[src/core/apms_defines.svh]
`ifndef APMS_DEFINES_SVH
`define APMS_DEFINES_SVH
`define APMS_CLK_MHZ          125
`define APMS_T_SOA_QUAL_US    300
`define APMS_T_MISS_QUAL_US   80
`define APMS_T_OFF_MS         16
`define APMS_T_SOFT_MUTE_MS   20
`define APMS_T_FAST_MUTE_US   100
`define APMS_CYC_SOA_QUAL     (`APMS_T_SOA_QUAL_US * `APMS_CLK_MHZ)
`define APMS_CYC_MISS_QUAL    (`APMS_T_MISS_QUAL_US * `APMS_CLK_MHZ)
`define APMS_CYC_OFF          (`APMS_T_OFF_MS * 1000 * `APMS_CLK_MHZ)
`define APMS_CYC_SOFT_MUTE    (`APMS_T_SOFT_MUTE_MS * 1000 * `APMS_CLK_MHZ)
`define APMS_CYC_FAST_MUTE    (`APMS_T_FAST_MUTE_US * `APMS_CLK_MHZ)
`define APMS_REG_INSTR_ONE    8'h00
`define APMS_REG_INSTR_TWO    8'h04
`define APMS_REG_STATUS       8'h08
`define APMS_REG_STATE        8'h0c
`define APMS_I1_START         0
`define APMS_I2_FAST_MUTE     0
`define APMS_I2_SOFT_FRONT    1
`define APMS_I2_SOFT_REAR     2
`define APMS_I2_LOW_POP_OFF   3
`define APMS_I2_FAULT_INDICATOR_PIN_LOAD_OFF 4
`define APMS_ST_RESET_FLAG    7
`define APMS_ST_LEGACY        4
`define APMS_I1_RST           8'h00
`define APMS_I2_RST           8'h00
`endif

[src/core/apms_pkg.sv]
package apms_pkg;
   typedef enum logic [3:0] {
      ST_STANDBY, ST_POR, ST_RAMP, ST_RUN, ST_FAST_MUTE, ST_SHUTDOWN, ST_HR, ST_LOW_SUPPLY
   } apms_state_t;
endpackage

[src/core/apms_chan_if.sv]
interface apms_chan_if;
   logic active;
   logic cond_soa_low;
   logic cond_soa_high;
   logic cond_miss;
   logic chan_on;
   modport ctl  (output active, output cond_soa_low, output cond_soa_high, output cond_miss,
                 input chan_on);
   modport chan (input active, input cond_soa_low, input cond_soa_high, input cond_miss,
                 output chan_on);
endinterface

[src/core/apms_chan_prot.sv]
module apms_chan_prot #(
   parameter int SOA_Q  = 37500,
   parameter int MISS_Q = 10000,
   parameter int OFF_C  = 2000000
) (
   input wire logic   clock,
   input wire logic   sys_rst,
   apms_chan_if.chan  pif
);
   localparam int W = $clog2(OFF_C + SOA_Q + MISS_Q + 1);
   if (SOA_Q < 2 || MISS_Q < 2 || OFF_C < 2) begin : g_chk
      $error("apms_chan_prot: counts must be at least 2");
   end

   logic         on_r;
   logic         on_nxt;
   logic [W-1:0] soa_r;
   logic [W-1:0] soa_nxt;
   logic [W-1:0] miss_r;
   logic [W-1:0] miss_nxt;
   logic [W-1:0] off_r;
   logic [W-1:0] off_nxt;

   wire live      = pif.active & on_r;
   wire trip_soa  = live & pif.cond_soa_low & (soa_r == W'(SOA_Q - 1));
   wire trip_miss = live & pif.cond_miss & (miss_r == W'(MISS_Q - 1));
   wire trip      = live & (pif.cond_soa_high | trip_soa | trip_miss);
   wire off_done  = !on_r & (off_r == W'(OFF_C - 1));

   // Counters run per channel so one trip never touches its neighbours
   assign soa_nxt  = (live & pif.cond_soa_low & !trip) ? soa_r + W'(1) : '0;
   assign miss_nxt = (live & pif.cond_miss & !trip) ? miss_r + W'(1) : '0;
   assign off_nxt  = on_r ? '0 : off_r + W'(1);
   assign on_nxt   = !pif.active ? 1'b1 : trip ? 1'b0 : off_done ? 1'b1 : on_r;
   assign pif.chan_on = on_r;

   always_ff @(posedge clock) begin
      if (sys_rst) begin
         on_r   <= 1'b1;
         soa_r  <= '0;
         miss_r <= '0;
         off_r  <= '0;
      end else begin
         on_r   <= on_nxt;
         soa_r  <= soa_nxt;
         miss_r <= miss_nxt;
         off_r  <= off_nxt;
      end
   end
endmodule // apms_chan_prot

[src/core/apms_sequencer.sv]
`include "apms_defines.svh"
module apms_sequencer
   import apms_pkg::*;
#(
   parameter int SOA_QUAL_CYC  = `APMS_CYC_SOA_QUAL,
   parameter int MISS_QUAL_CYC = `APMS_CYC_MISS_QUAL,
   parameter int OFF_CYC       = `APMS_CYC_OFF,
   parameter int SOFT_CYC      = `APMS_CYC_SOFT_MUTE,
   parameter int FAST_CYC      = `APMS_CYC_FAST_MUTE
) (
   input  wire logic       clock,
   input  wire logic       sys_rst,
   input  wire logic [7:0] reg_addr,
   input  wire logic [7:0] reg_wdata,
   input  wire logic       reg_wr,
   input  wire logic       reg_rd,
   output logic      [7:0] reg_rdata_r,
   input  wire logic [3:0] out_below_1v,
   input  wire logic [3:0] load_above_4a,
   input  wire logic [3:0] load_above_8a,
   input  wire logic [3:0] out_below_1v75,
   input  wire logic [3:0] miss_above_1a,
   input  wire logic [3:0] miss_above_3a,
   input  wire logic       standby_control_pin,
   input  wire logic       standby_above_mute,
   input  wire logic       standby_above_oper,
   input  wire logic       address_select_pin_grounded,
   input  wire logic       supply_below_reset,
   input  wire logic       supply_below_low_mute,
   input  wire logic       headroom_low,
   input  wire logic       ripple_filter_node_discharged,
   input  wire logic       ramp_final_step,
   output logic            amp_enable_r,
   output logic      [3:0] chan_enable_r,
   output logic      [1:0] pair_full_mute_r,
   output logic      [1:0] pair_unmuted_r,
   output logic            ripple_filter_node_charge_r,
   output logic            low_pop_slow_r,
   output logic            ripple_filter_node_discharge_r,
   output logic            ac_ground_node_discharge_r,
   output logic            bus_lines_active_r,
   output logic            fault_indicator_pin_out_r,
   output logic            fault_indicator_pin_oe_r
);
   localparam int MW = $clog2(SOFT_CYC + 1);
   localparam int FW = $clog2(FAST_CYC + 1);
   localparam int SYNC_W = 33;
   if (SOFT_CYC < 2 || FAST_CYC < 2 || FAST_CYC > SOFT_CYC) begin : g_chk
      $error("apms_sequencer: mute counts out of range");
   end

   // Comparator levels come from analogue blocks on no clock at all
   logic [SYNC_W-1:0] sync1_r;
   logic [SYNC_W-1:0] sync2_r;
   wire  [SYNC_W-1:0] raw = {out_below_1v, load_above_4a, load_above_8a, out_below_1v75,
                             miss_above_1a, miss_above_3a, standby_control_pin,
                             standby_above_mute, standby_above_oper,
                             address_select_pin_grounded, supply_below_reset,
                             supply_below_low_mute, headroom_low,
                             ripple_filter_node_discharged, ramp_final_step};
   always_ff @(posedge clock) begin
      if (sys_rst) begin
         sync1_r <= '0;
         sync2_r <= '0;
      end else begin
         sync1_r <= raw;
         sync2_r <= sync1_r;
      end
   end

   wire [3:0] s_lt1v   = sync2_r[32:29];
   wire [3:0] s_gt4a   = sync2_r[28:25];
   wire [3:0] s_gt8a   = sync2_r[24:21];
   wire [3:0] s_lt1v75 = sync2_r[20:17];
   wire [3:0] s_gt1a   = sync2_r[16:13];
   wire [3:0] s_gt3a   = sync2_r[12:9];
   wire s_stb_high     = sync2_r[8];
   wire s_stb_mute     = sync2_r[7];
   wire s_stb_oper     = sync2_r[6];
   wire legacy         = sync2_r[5];
   wire s_sup_reset    = sync2_r[4];
   wire s_sup_low_mute = sync2_r[3];
   wire s_headroom     = sync2_r[2];
   wire s_discharged   = sync2_r[1];
   wire s_final_step   = sync2_r[0];

   apms_state_t state_r;
   apms_state_t state_nxt;
   logic [7:0]  instr1_r;
   logic [7:0]  instr2_r;
   logic        reset_flag_r;
   logic        stb_prev_r;
   logic        released_r;
   logic [FW-1:0] fast_cnt_r;
   logic [MW-1:0] mcnt_r [2];
   logic [MW-1:0] mcnt_nxt [2];
   logic [3:0]  chan_on;

   // Legacy: mute or operating level both count as "on"
   wire stb_on     = legacy ? s_stb_mute : s_stb_high;
   wire stb_rise   = stb_on & !stb_prev_r;
   wire amp_state  = (state_r == ST_RAMP) | (state_r == ST_RUN) | (state_r == ST_FAST_MUTE);
   wire bus_drop   = !legacy & s_sup_reset & (state_r != ST_STANDBY);
   wire legacy_drop = legacy & s_sup_reset & amp_state;
   wire por_evt    = (!legacy & stb_rise) | bus_drop;
   wire wr_ok      = reg_wr & !legacy & stb_on;
   wire start_wr   = wr_ok & (reg_addr == `APMS_REG_INSTR_ONE) & reg_wdata[`APMS_I1_START];
   wire fast_bit   = !legacy & instr2_r[`APMS_I2_FAST_MUTE];
   wire fast_run   = (state_r == ST_FAST_MUTE) | ((state_r == ST_RUN) & fast_bit);
   wire fast_done  = fast_run & (fast_cnt_r == FW'(FAST_CYC - 1));
   wire hard_mute  = (state_r == ST_HR) | (state_r == ST_LOW_SUPPLY);
   wire force_mute = !released_r | (state_r != ST_RUN);
   wire leg_mute   = legacy & s_stb_mute & !s_stb_oper;
   wire [1:0] soft_bits = legacy ? {leg_mute, leg_mute} :
                          {instr2_r[`APMS_I2_SOFT_REAR], instr2_r[`APMS_I2_SOFT_FRONT]};
   wire mute_bits_clear = legacy ? s_stb_oper : (instr2_r[2:0] == 3'h0);
   wire [1:0] mute_want = soft_bits | {2{force_mute | fast_run}};
   wire [1:0] full_nxt, open_nxt;

   // Front pair is channels 1 and 3, rear pair channels 2 and 4
   genvar gp;
   for (gp = 0; gp < 2; gp++) begin : g_pair
      assign mcnt_nxt[gp] = (hard_mute | fast_done) ? MW'(SOFT_CYC) :
                            (mute_want[gp] & (mcnt_r[gp] != MW'(SOFT_CYC))) ?
                               mcnt_r[gp] + MW'(1) :
                            (!mute_want[gp] & (mcnt_r[gp] != '0)) ?
                               mcnt_r[gp] - MW'(1) : mcnt_r[gp];
      assign full_nxt[gp] = (mcnt_nxt[gp] == MW'(SOFT_CYC));
      assign open_nxt[gp] = (mcnt_nxt[gp] == '0);
      always_ff @(posedge clock) begin
         if (sys_rst) begin
            mcnt_r[gp] <= MW'(SOFT_CYC);
         end else begin
            mcnt_r[gp] <= mcnt_nxt[gp];
         end
      end
   end

   wire both_full = (mcnt_r[0] == MW'(SOFT_CYC)) & (mcnt_r[1] == MW'(SOFT_CYC));

   always_comb begin
      state_nxt = state_r;
      if (bus_drop) begin
         state_nxt = ST_POR;
      end else if (legacy_drop) begin
         state_nxt = ST_SHUTDOWN;
      end else begin
         case (state_r)
            ST_STANDBY: begin
               if (stb_on && legacy && !s_sup_reset) begin
                  state_nxt = ST_RAMP;
               end else if (stb_on && !legacy) begin
                  state_nxt = ST_POR;
               end
            end
            ST_POR: begin
               if (!stb_on) begin
                  state_nxt = ST_STANDBY;
               end else if (instr1_r[`APMS_I1_START]) begin
                  state_nxt = ST_RAMP;
               end
            end
            ST_RAMP: begin
               if (!stb_on) begin
                  state_nxt = ST_FAST_MUTE;
               end else if (s_headroom) begin
                  state_nxt = ST_HR;
               end else if (s_final_step) begin
                  state_nxt = ST_RUN;
               end
            end
            ST_RUN: begin
               if (!stb_on) begin
                  state_nxt = ST_FAST_MUTE;
               end else if (s_headroom) begin
                  state_nxt = ST_HR;
               end
            end
            ST_FAST_MUTE: begin
               if (fast_done) begin
                  state_nxt = ST_SHUTDOWN;
               end
            end
            ST_SHUTDOWN: begin
               if (s_discharged) begin
                  state_nxt = ST_STANDBY;
               end
            end
            ST_HR: begin
               if (s_discharged) begin
                  state_nxt = s_sup_low_mute ? ST_LOW_SUPPLY : ST_RAMP;
               end
            end
            ST_LOW_SUPPLY: begin
               if (!stb_on) begin
                  state_nxt = ST_STANDBY;
               end else if (!s_sup_low_mute) begin
                  state_nxt = ST_RAMP;
               end
            end
            default: state_nxt = ST_STANDBY;
         endcase
      end
   end

   // Protection conditions per channel
   apms_chan_if cif [4] ();
   genvar gc;
   for (gc = 0; gc < 4; gc++) begin : g_chan
      assign cif[gc].active        = amp_state;
      assign cif[gc].cond_soa_low  = s_lt1v[gc] & s_gt4a[gc];
      assign cif[gc].cond_soa_high = !s_lt1v[gc] & s_gt8a[gc];
      assign cif[gc].cond_miss     = s_lt1v75[gc] ? s_gt1a[gc] : s_gt3a[gc];
      assign chan_on[gc]           = cif[gc].chan_on;
      apms_chan_prot #(
         .SOA_Q  (SOA_QUAL_CYC),
         .MISS_Q (MISS_QUAL_CYC),
         .OFF_C  (OFF_CYC)
      ) u_prot (
         .clock   (clock),
         .sys_rst (sys_rst),
         .pif     (cif[gc])
      );
   end

   wire load_fault_indicator_pin = legacy | !instr2_r[`APMS_I2_FAULT_INDICATOR_PIN_LOAD_OFF];
   wire chan_fault = amp_state & (chan_on != 4'hf);
   wire flag_nxt   = por_evt | (reset_flag_r & !start_wr);
   wire fault_indicator_pin_nxt   = (!legacy & flag_nxt) | s_sup_low_mute |
                     (chan_fault & load_fault_indicator_pin);
   wire [7:0] status_val = {reset_flag_r, 2'b00, legacy, ~chan_on};
   wire [7:0] rd_mux = (reg_addr == `APMS_REG_INSTR_ONE) ? instr1_r :
                       (reg_addr == `APMS_REG_INSTR_TWO) ? instr2_r :
                       (reg_addr == `APMS_REG_STATUS)    ? status_val :
                       (reg_addr == `APMS_REG_STATE)     ? {4'h0, state_r} : 8'h00;

   always_ff @(posedge clock) begin
      if (sys_rst) begin
         state_r      <= ST_STANDBY;
         instr1_r     <= `APMS_I1_RST;
         instr2_r     <= `APMS_I2_RST;
         reset_flag_r <= 1'b0;
         stb_prev_r   <= 1'b0;
      end else begin
         state_r      <= state_nxt;
         stb_prev_r   <= stb_on;
         reset_flag_r <= flag_nxt;
         // Supply loss wins over a host write in the same cycle
         if (por_evt) begin
            instr1_r <= `APMS_I1_RST;
            instr2_r <= `APMS_I2_RST;
         end else if (wr_ok && reg_addr == `APMS_REG_INSTR_ONE) begin
            instr1_r <= reg_wdata;
         end else if (wr_ok && reg_addr == `APMS_REG_INSTR_TWO) begin
            instr2_r <= reg_wdata;
         end
      end
   end

   always_ff @(posedge clock) begin
      if (sys_rst) begin
         released_r <= 1'b0;
         fast_cnt_r <= '0;
      end else begin
         released_r <= (state_r == ST_RUN) & (released_r | mute_bits_clear);
         fast_cnt_r <= !fast_run ? '0 : fast_done ? fast_cnt_r : fast_cnt_r + FW'(1);
      end
   end

   always_ff @(posedge clock) begin
      if (sys_rst) begin
         amp_enable_r                   <= 1'b0;
         chan_enable_r                  <= 4'h0;
         pair_full_mute_r               <= 2'b11;
         pair_unmuted_r                 <= 2'b00;
         ripple_filter_node_charge_r    <= 1'b0;
         low_pop_slow_r                 <= 1'b0;
         ripple_filter_node_discharge_r <= 1'b0;
         ac_ground_node_discharge_r     <= 1'b0;
         bus_lines_active_r             <= 1'b0;
         fault_indicator_pin_out_r      <= 1'b0;
         fault_indicator_pin_oe_r       <= 1'b0;
         reg_rdata_r                    <= 8'h00;
      end else begin
         amp_enable_r                   <= amp_state;
         chan_enable_r                  <= {4{amp_state}} & chan_on;
         pair_full_mute_r               <= full_nxt;
         pair_unmuted_r                 <= open_nxt;
         ripple_filter_node_charge_r    <= (state_r == ST_RAMP);
         low_pop_slow_r                 <= (state_r == ST_RAMP) &
                                           !instr2_r[`APMS_I2_LOW_POP_OFF];
         ripple_filter_node_discharge_r <= (state_r == ST_SHUTDOWN) |
                                           ((state_r == ST_HR) & both_full);
         ac_ground_node_discharge_r     <= (state_r == ST_HR) & both_full;
         bus_lines_active_r             <= !legacy & stb_on;
         fault_indicator_pin_out_r      <= 1'b0;
         fault_indicator_pin_oe_r       <= fault_indicator_pin_nxt;
         reg_rdata_r                    <= reg_rd ? rd_mux : 8'h00;
      end
   end
endmodule // apms_sequencer

[config.mk]
export PLATFORM = sky130hd
export DESIGN_NAME = apms_sequencer
export DESIGN_NICKNAME = d
export VERILOG_FILES = /design/src/core/apms_pkg.sv /design/src/core/apms_chan_if.sv /design/src/core/apms_chan_prot.sv /design/src/core/apms_sequencer.sv
export VERILOG_INCLUDE_DIRS = /design/src /design/src/core
export SDC_FILE = /design/constraint.sdc
export NUM_CORES = 1
export LEC_CHECK = 0
export ABC_AREA = 0
export BUFFER_PORTS_ARGS = -buffer_cell sky130_fd_sc_hd__buf_2
export CELL_PAD_IN_SITES_DETAIL_PLACEMENT = 2
export CELL_PAD_IN_SITES_GLOBAL_PLACEMENT = 2
export CORE_MARGIN = 3
export CORE_UTILIZATION = 25
export DETAILED_ROUTE_END_ITERATION = 8
export GPL_TIMING_DRIVEN = 0
export PLACE_DENSITY = 0.65
export SLEW_MARGIN = 20
export SYNTH_ARGS = -nofsm -noshare
export SYNTH_HDL_FRONTEND = slang
export SYNTH_SLANG_ARGS = --single-unit
[constraint.sdc]
create_clock -name clock -period 5.5 [get_ports clock]
set_clock_uncertainty 0.05 [all_clocks]
set_input_delay 0.825 -clock clock [delete_from_list [all_inputs] [get_ports clock]]
set_output_delay 0.825 -clock clock [all_outputs]
set_load 0.05 [all_outputs]
# == Word level (Yosys, flattened, before mapping) ==
# Memory sizes are Yosys's and may differ from the RTL's.
# Cells that the tools add are included.
# word_totals
ramBits,44
mem_count,1
elab_cells,331
ff_bits,382
# memory_table
memory,depth,word_bits,read_ports,rd_clocked_by_memory_dff,wr,line,rtl
mcnt_r,2,22,2,0,2,apms_sequencer.sv:95,logic [MW-1:0] mcnt_r [2];
# classes
n_addsub,17
eq_ne,55
n_mux,48
n_bitwise,111
n_reduce_logical,61
# ops
operator,n
"adder 21 x 1 -> 21 bit, second input constant",12
2-to-1 mux 22 bit,8
"== test 22 bit, second input constant",4
"== test 21 x 14 -> 1 bit, second input constant",4
"== test 21 x 16 -> 1 bit, second input constant",4
"== test 21 bit, second input constant",4
bitwise AND 1 bit,72
2-to-1 mux 4 bit,15
"adder 22 x 1 -> 22 bit, second input constant",2
logical NOT 22 bit,2
"!= test 22 bit, second input constant",2
nonzero test 22 bit,2
"subtractor 22 x 1 -> 22 bit, second input constant",2
"!= test 4 bit, second input constant",9
OR reduction 2 bit,17
case mux 4 bit (8 select lines),1
"!= test 5 bit, second input constant",5
2-to-1 mux 8 bit,3
OR 1 bit,24
AND reduction 8 bit,3
logical NOT 1 bit,22
"!= test 3 bit, second input constant",7
2-to-1 mux 1 bit,18
"== test 4 x 3 -> 1 bit, second input constant",4
other kinds (23),46

# == Longest topological paths before layout ==
# Gate-level depths: netlist of run 1.
# logic_depth
ltp_word,13
depth_mapped,12
ltp_nobuf,11

# == Cells and area by module ==
# Synthesis of run 1 repeated with hierarchy kept, for this count alone.
# unflattened
cells_unflattened,2211
hier_area_um2,19281.0
# by_module_without_submodules
module,cells_per_inst,instances,seq_area_each_um2,area_each_um2
apms_chan_prot at g_chan[0].u_prot ...,325,3,1281.2,2852.7
apms_sequencer,915,1,3383.2,7843.8
apms_chan_prot at g_chan[2].u_prot,321,1,1281.2,2879.0

# == Worst setup path after synthesis of run 1 ==
# Ideal clock, no wire load.
# synth_path
kind,reg-to-reg
startpoint,memory mcnt_r[0][0] in the netlist's numbering
endpoint,register pair_unmuted_r[0]
path_slack_ps,2575
setup_ps,79
arrival_time_ps,2795
path_stages_with_launch,13
required_ps,5371
path_cell_list,dfxtp_1 inv_1 ha_1 or3b_1 nor2_1 and3_1 buf_4 nor2_1 or4_1 a32oi_1 nand4_1 or4_4 a211oi_2
# synth_rtl
item,line,rtl
from (decl),apms_sequencer.sv:95,
to (signal assigned),apms_sequencer.sv:288,pair_unmuted_r <= open_nxt;
to (decl),apms_sequencer.sv:36,"output logic [1:0] pair_unmuted_r,"

==> results.ini, run 1 <==
[global_route]
grt_max_degree=16
grt_overflow=0
grt_usage_pct=14.71
grt_first_pass_wirelength_um=93220
antenna_found_initial=8
grt_pass1_vias=16990

[timing]
finalCritPeriodShare_pct=73.49
fin_ws_ns=1.458
max_slew_margin_pct=34.43
worstMarginPinSlew_ns=0.9587
tns_ns=0
slew_viol_final=0
finalCriticalPeriod_ns=4.042
fmax_ghz=0.2474
grt_setup_unrepaired=false
setup_viol=0
finalHoldViolations=0

[placement]
place_ws_ns=1.496
portBuffers=75
place.gp.congestion=0.8347
place_hpwl_um=42380

[logic_synthesis]
synth_common_cells=dfxtp_1, nor2_1, nand2_1
synth_cells=2146
synthTopCellsByArea=dfxtp_1, nor2_1, xor2_1
yosysWarningCount=0
yosysMostFrequentCell=dfxtp_1
seq_area_frac_synth_pct=46.16
synth_top_area_share_pct=46.16
async_flop_share_pct=0
synth-edff-count=0
synth_ff_type=dfxtp_1
yosys.area.top_type=dfxtp_1
synth-seq-cells=425
synth_cell_types=72
syn_avg_cell_area_sq_um=8.588
synth_area_sq_um=18430
syn-num-nets=2216

[clock_tree]
clockRootBuffer=clkbuf_16
htree_levels=2
path_clk_slew_ns=0.06
cts_made_buffers=53
cts_resized=0
cts_setup_buffers=0
cts.sinks=425
cts-hold-fix-buffers=0
clk_latency_ns=0.62
clockBufferDepth=3
cts_tree=built

[die]
io_pins=77
die_area_sq_um=77010
core_sq_um=72220
fp.dieW_um=277.5
die_h_um=277.5
rows=98
start_util_pct=25.52

[finish]
final_nets=2346
layout-drive-gt1-share_pct=8.919
area_growth_pct=19.59
multi_input_area_sq_um=9440
regArea_sq_um=8508
fillCellCount=8035

[setup_path]
worstPathMaxFanout=10
crit_arrival_ns=4.44
critPathKind=reg2reg
required_ns=5.89
crit_path_end_kind=flip-flop
cp-start-kind=flip-flop

[drt]
vias=15630
drtIter0Drc=643
drt-total-wl_um=57180
wl_per_cell_um=17.46
drc=0
drtAntennaViolNets=0
detailedRoute.firstPassIterationCount=5
via_per_inst=4.773

[pwr]
vdd_drop_max_uv=255.1
p_leak_nw=7.475
cellPowerDensity_nw_per_um2=338.7

[run]
max-cap-violations=0

[run_status]
status=finished clean

[hold_path]
hp-class=reg2reg

-- report_power, final --
part | leakage (nW) | switching [W] | internal, W
sequential | 3.44 | 0.0000245 | 0.00312
combinational | 3.06 | 0.000233 | 0.000111
clock | 0.980 | 0.00147 | 0.00251
total | 7.48 | 0.00172 | 0.00574
-- metal layers --
| metal | global-route usage (%) | vias to the layer above | routed length (um) |
|---|---|---|---|
| li1 | - | 7627 | - |
| met1 | 19.01 | 7734 | 26590 |
| met2 | 25.02 | 186 | 27050 |
| met3 | 2.617 | 82 | 2100 |
| met4 | 4.216 | 2 | 1430 |
| met5 | 0 | - | 7 |
-- through the flow --
stage | power, W | instance area (sq um) | std cells | hold slack [ns] | util (%)
after CTS | 0.007600 | 22030 | 3271 | 0.3252 | 30.50
after global placement | 0.003548 | 19990 | 3171 | 0.3718 | 27.68
after floorplan | 0.003417 | 18430 | 2146 | 0.3630 | -
final | 0.007464 | 22040 | 3275 | 0.3551 | 30.52
after detailed placement | 0.003556 | 19990 | 3171 | 0.3770 | 27.68
after global routing | 0.007775 | 22030 | 3271 | 0.3516 | 30.50
-- worst paths after layout --
kind / from / to / slack [ns] / cells after the start
worst max register to register: mcnt_r[1][16] / pair_unmuted_r[1] / 1.46 / 10
worst min register to register: sync1_r[20] / sync2_r[20] / 0.36 / 1
worst max-delay path: mcnt_r[1][16] / pair_unmuted_r[1] / 1.46 / 10
worst min-delay path: sync1_r[20] / sync2_r[20] / 0.36 / 1
-- kinds of logic after synthesis --
logic type	Yosys count	share of synthesized area [%]
simple gates	1134	30.54
fa+ha+maj	17	1.154
compound gates	163	5.920
mux	22	1.229
flops	425	46.16
buf+inv	124	2.614
xor+xnor	260	12.36
other cells	1	0.02035
-- worst max-delay path, cell delays in order (launching register included) --
cell and delay, ns:
dfxtp_1 0.29, clkbuf_1 0.23, or3_1 0.47, nor4_1 0.47, and3_1 0.24, clkbuf_1 0.36, nor4b_1 0.12, or3_1 0.35
a211oi_1 0.43, a41oi_1 0.27, nor4_1 0.58
-- sequential cells by signal (all words and copies together), names as in the netlist, 2 cells and up --
name,cells
g_chan.u_prot.miss_r,84
g_chan.u_prot.off_r,84
g_chan.u_prot.soa_r,84
mcnt_r,44
sync1_r,33
sync2_r,33
fast_cnt_r,14
instr1_r,8
instr2_r,8
reg_rdata_r,8
chan_enable_r,4
g_chan.u_prot.pif.chan_on,4
state_r,3
pair_full_mute_r,2
pair_unmuted_r,2
-- placed cells by master (no fill, tap or decap), types with 6 or more instances in the layout --
cell type,count
and4_1,14
nor3_1,42
nand2_1,163
nand3_1,140
buf_2,79
a32oi_1,7
clkinvlp_4,6
or4_1,9
and2_1,14
o211ai_1,6
nor2b_1,74
o21ai_0,28
clkbuf_8,12
ha_1,17
nand2b_1,6
mux2i_1,17
nor4b_1,24
nor3b_1,7
dfxtp_1,425
xor2_1,161
or2_2,12
bufinv_16,12
a31oi_1,7
clkbuf_16,53
inv_1,46
nand4_1,64
clkbuf_1,74
and3_1,76
a21oi_1,47
clkinv_2,6
nor4_1,34
xnor2_1,99
nor2_1,404
or3_1,32
-- layout make-up --
cell class / count / share of cell area [%]
clock buffer: 69 / 6.835
timing repair buffer: 75 / 1.703
buffer: 78 / 1.402
inverter: 46 / 0.7834
multi-input combinational: 1597 / 42.83
clock inverter: 31 / 2.401
tap: 950 / 5.393
antenna: 4 / 0.04542
sequential: 425 / 38.60
Power figures use the tool's default switching activity.
==> run 2, diff against run 1 <==
--- a/config.mk
+++ b/config.mk
@@ -14,7 +14,7 @@
 export CORE_UTILIZATION = 25
 export DETAILED_ROUTE_END_ITERATION = 8
 export GPL_TIMING_DRIVEN = 0
-export PLACE_DENSITY = 0.65
+export PLACE_DENSITY = 0.67
 export SLEW_MARGIN = 20
 export SYNTH_ARGS = -nofsm -noshare
 export SYNTH_HDL_FRONTEND = slang
==> constraint.sdc (replaced) <==
create_clock -name clock -period 3.5 [get_ports clock]
set_clock_uncertainty 0.05 [all_clocks]
set_input_delay 0.525 -clock clock [delete_from_list [all_inputs] [get_ports clock]]
set_output_delay 0.525 -clock clock [all_outputs]
set_load 0.05 [all_outputs]
==> results.ini, run 2 (synthesis gave the netlist of run 1 again) <==
[run_status]
status=finished clean

[timing]
fin_ws_ns=0.1026
whs_ns=0.06479
finalCritPeriodShare_pct=97.07
slew_viol_final=0
tns_ns=0
fmax_ghz=0.2943
finalCriticalPeriod_ns=3.397
finalHoldViolations=0
max_slew_margin_pct=37.75
worstMarginPinSlew_ns=0.9337
setup_viol=0

[clock_tree]
clk_latency_ns=0.62
cts_tree=built
htree_levels=2
cts_made_buffers=51
cts.sinks=425
path_clk_slew_ns=0.06
clockBufferDepth=3
cts-hold-fix-buffers=0
clockRootBuffer=clkbuf_16

[setup_path]
r2r_end=pair_unmuted_r[0]
cp-start-kind=flip-flop
r2r_cells=12
crit_arrival_ns=3.85
crit_path_end_kind=flip-flop
worstPathMaxFanout=6
r2r_slack_ns=0.10
reg2reg_from=mcnt_r[0][0]
critPathKind=reg2reg
required_ns=3.95

[drt]
met1Wirelength_um=25970
wl_per_cell_um=17.65
routed.top_layer=met5
drtIter0Drc=561
via_per_inst=4.842
drc=0
detailedRoute.firstPassIterationCount=5
drtAntennaViolNets=0
routed-wl-met3_um=2664
dr_wl_met2_um=27120
drt-total-wl_um=57600
vias=15800

[pwr]
cellPowerDensity_nw_per_um2=491.1
p_leak_nw=7.375
power_w=0.01079
vdd_drop_max_uv=325.6

[global_route]
grt_max_degree=16
grt_first_pass_wirelength_um=92560
grt_overflow=0
grt_pass1_vias=17100
antenna_found_initial=17
grt_usage_pct=14.64

[finish]
fillCellCount=8094
mostFrequentLayoutCells=dfxtp_1, nor2_1, nand2_1
top_regs=g_chan.u_prot.miss_r x84, g_chan.u_prot.off_r x84, g_chan.u_prot.soa_r x84
final_nets=2347
final_common_cell=dfxtp_1
layout-drive-gt1-share_pct=10.09
area_growth_pct=19.19
regArea_sq_um=8513
multi_input_area_sq_um=9659

[placement]
place_hpwl_um=42630
place_ws_ns=-0.5169
place.gp.congestion=0.8304
portBuffers=75

[run]
max-cap-violations=0

[die]
die_h_um=277.5
fp.dieW_um=277.5
die_area_sq_um=77010
io_pins=77
core_sq_um=72220
start_util_pct=25.52
rows=98

[hold_path]
whs_endpoint=sync1_r[13]
min_path_cells=2
hp-class=in2reg
hold_path.startpoint=miss_above_1a[0]

run 2: cell count changes in the layout (fill, tap and decap cells not counted), moves of 4 or more:
cell	before	now
nor2_1	404	398
nor2_4	0	4
clkinvlp_4	6	2
bufinv_16	12	3
buf_4	3	8
clkinv_2	6	2
clkbuf_2	0	5
nor4_1	34	28
run 2: worst max-delay path by stage:
stage / from / endpoint / cells after the start
after global placement: mcnt_r[1][16] / pair_unmuted_r[1] / 10
after global routing: mcnt_r[0][4] / pair_unmuted_r[0] / 11
after CTS: mcnt_r[1][16] / pair_unmuted_r[1] / 9
final: mcnt_r[0][0] / pair_unmuted_r[0] / 12
after detailed placement: mcnt_r[1][16] / pair_unmuted_r[1] / 10
after floorplan: mcnt_r[0][0] / pair_unmuted_r[0] / 12
run 2: worst max-delay path, cell delays in order (launching register included):
cell and delay, ns:
dfxtp_4 0.37, inv_4 0.07, ha_4 0.15, or3b_4 0.43, nor2_4 0.13, and3_4 0.19, buf_6 0.11, nor2_2 0.06
or4_4 0.54, a32oi_2 0.22, nand4_1 0.16, or4_4 0.49, a211oi_4 0.31
run 2: timing repair:
item,in CTS,in global routing
buffers inserted,0,6
pin swaps,1,11
cloned,0,0
setup endpoints to repair,73,12
resized for setup,21,44
run 2: layout make-up:
| class | instances | share of cell area, % |
|---|---|---|
| Buffer | 75 | 1.447 |
| Clock inverter | 11 | 0.9113 |
| Tap cell | 950 | 5.411 |
| Inverter | 46 | 0.7974 |
| Timing Repair Buffer | 81 | 1.914 |
| Clock buffer | 74 | 6.749 |
| Sequential cell | 425 | 38.75 |
| Antenna cell | 4 | 0.04557 |
| Multi-Input combinational cell | 1597 | 43.97 |
run 2: per-layer routing:
layer,global-route usage (%),up-vias
met1,18.33,7842
met3,2.996,112
li1,-,7617
met2,24.86,216
met4,5.253,12
met5,0,-
run 2: through the flow:
step	util, %	std cells	cell area (sq um)
CTS	30.14	3254	21770
global placement	27.68	3171	19990
detailed placement	27.68	3171	19990
finish	30.42	3263	21970
global route	30.41	3261	21960
floorplan	-	2146	18430
run 2: power breakdown:
part / switching [W] / internal (W) / total (W)
Sequential: 0.0000411 / 0.00490 / 0.00495
Clock: 0.00215 / 0.00315 / 0.00530
Combinational: 0.000360 / 0.000179 / 0.000539
Total: 0.00255 / 0.00824 / 0.0108
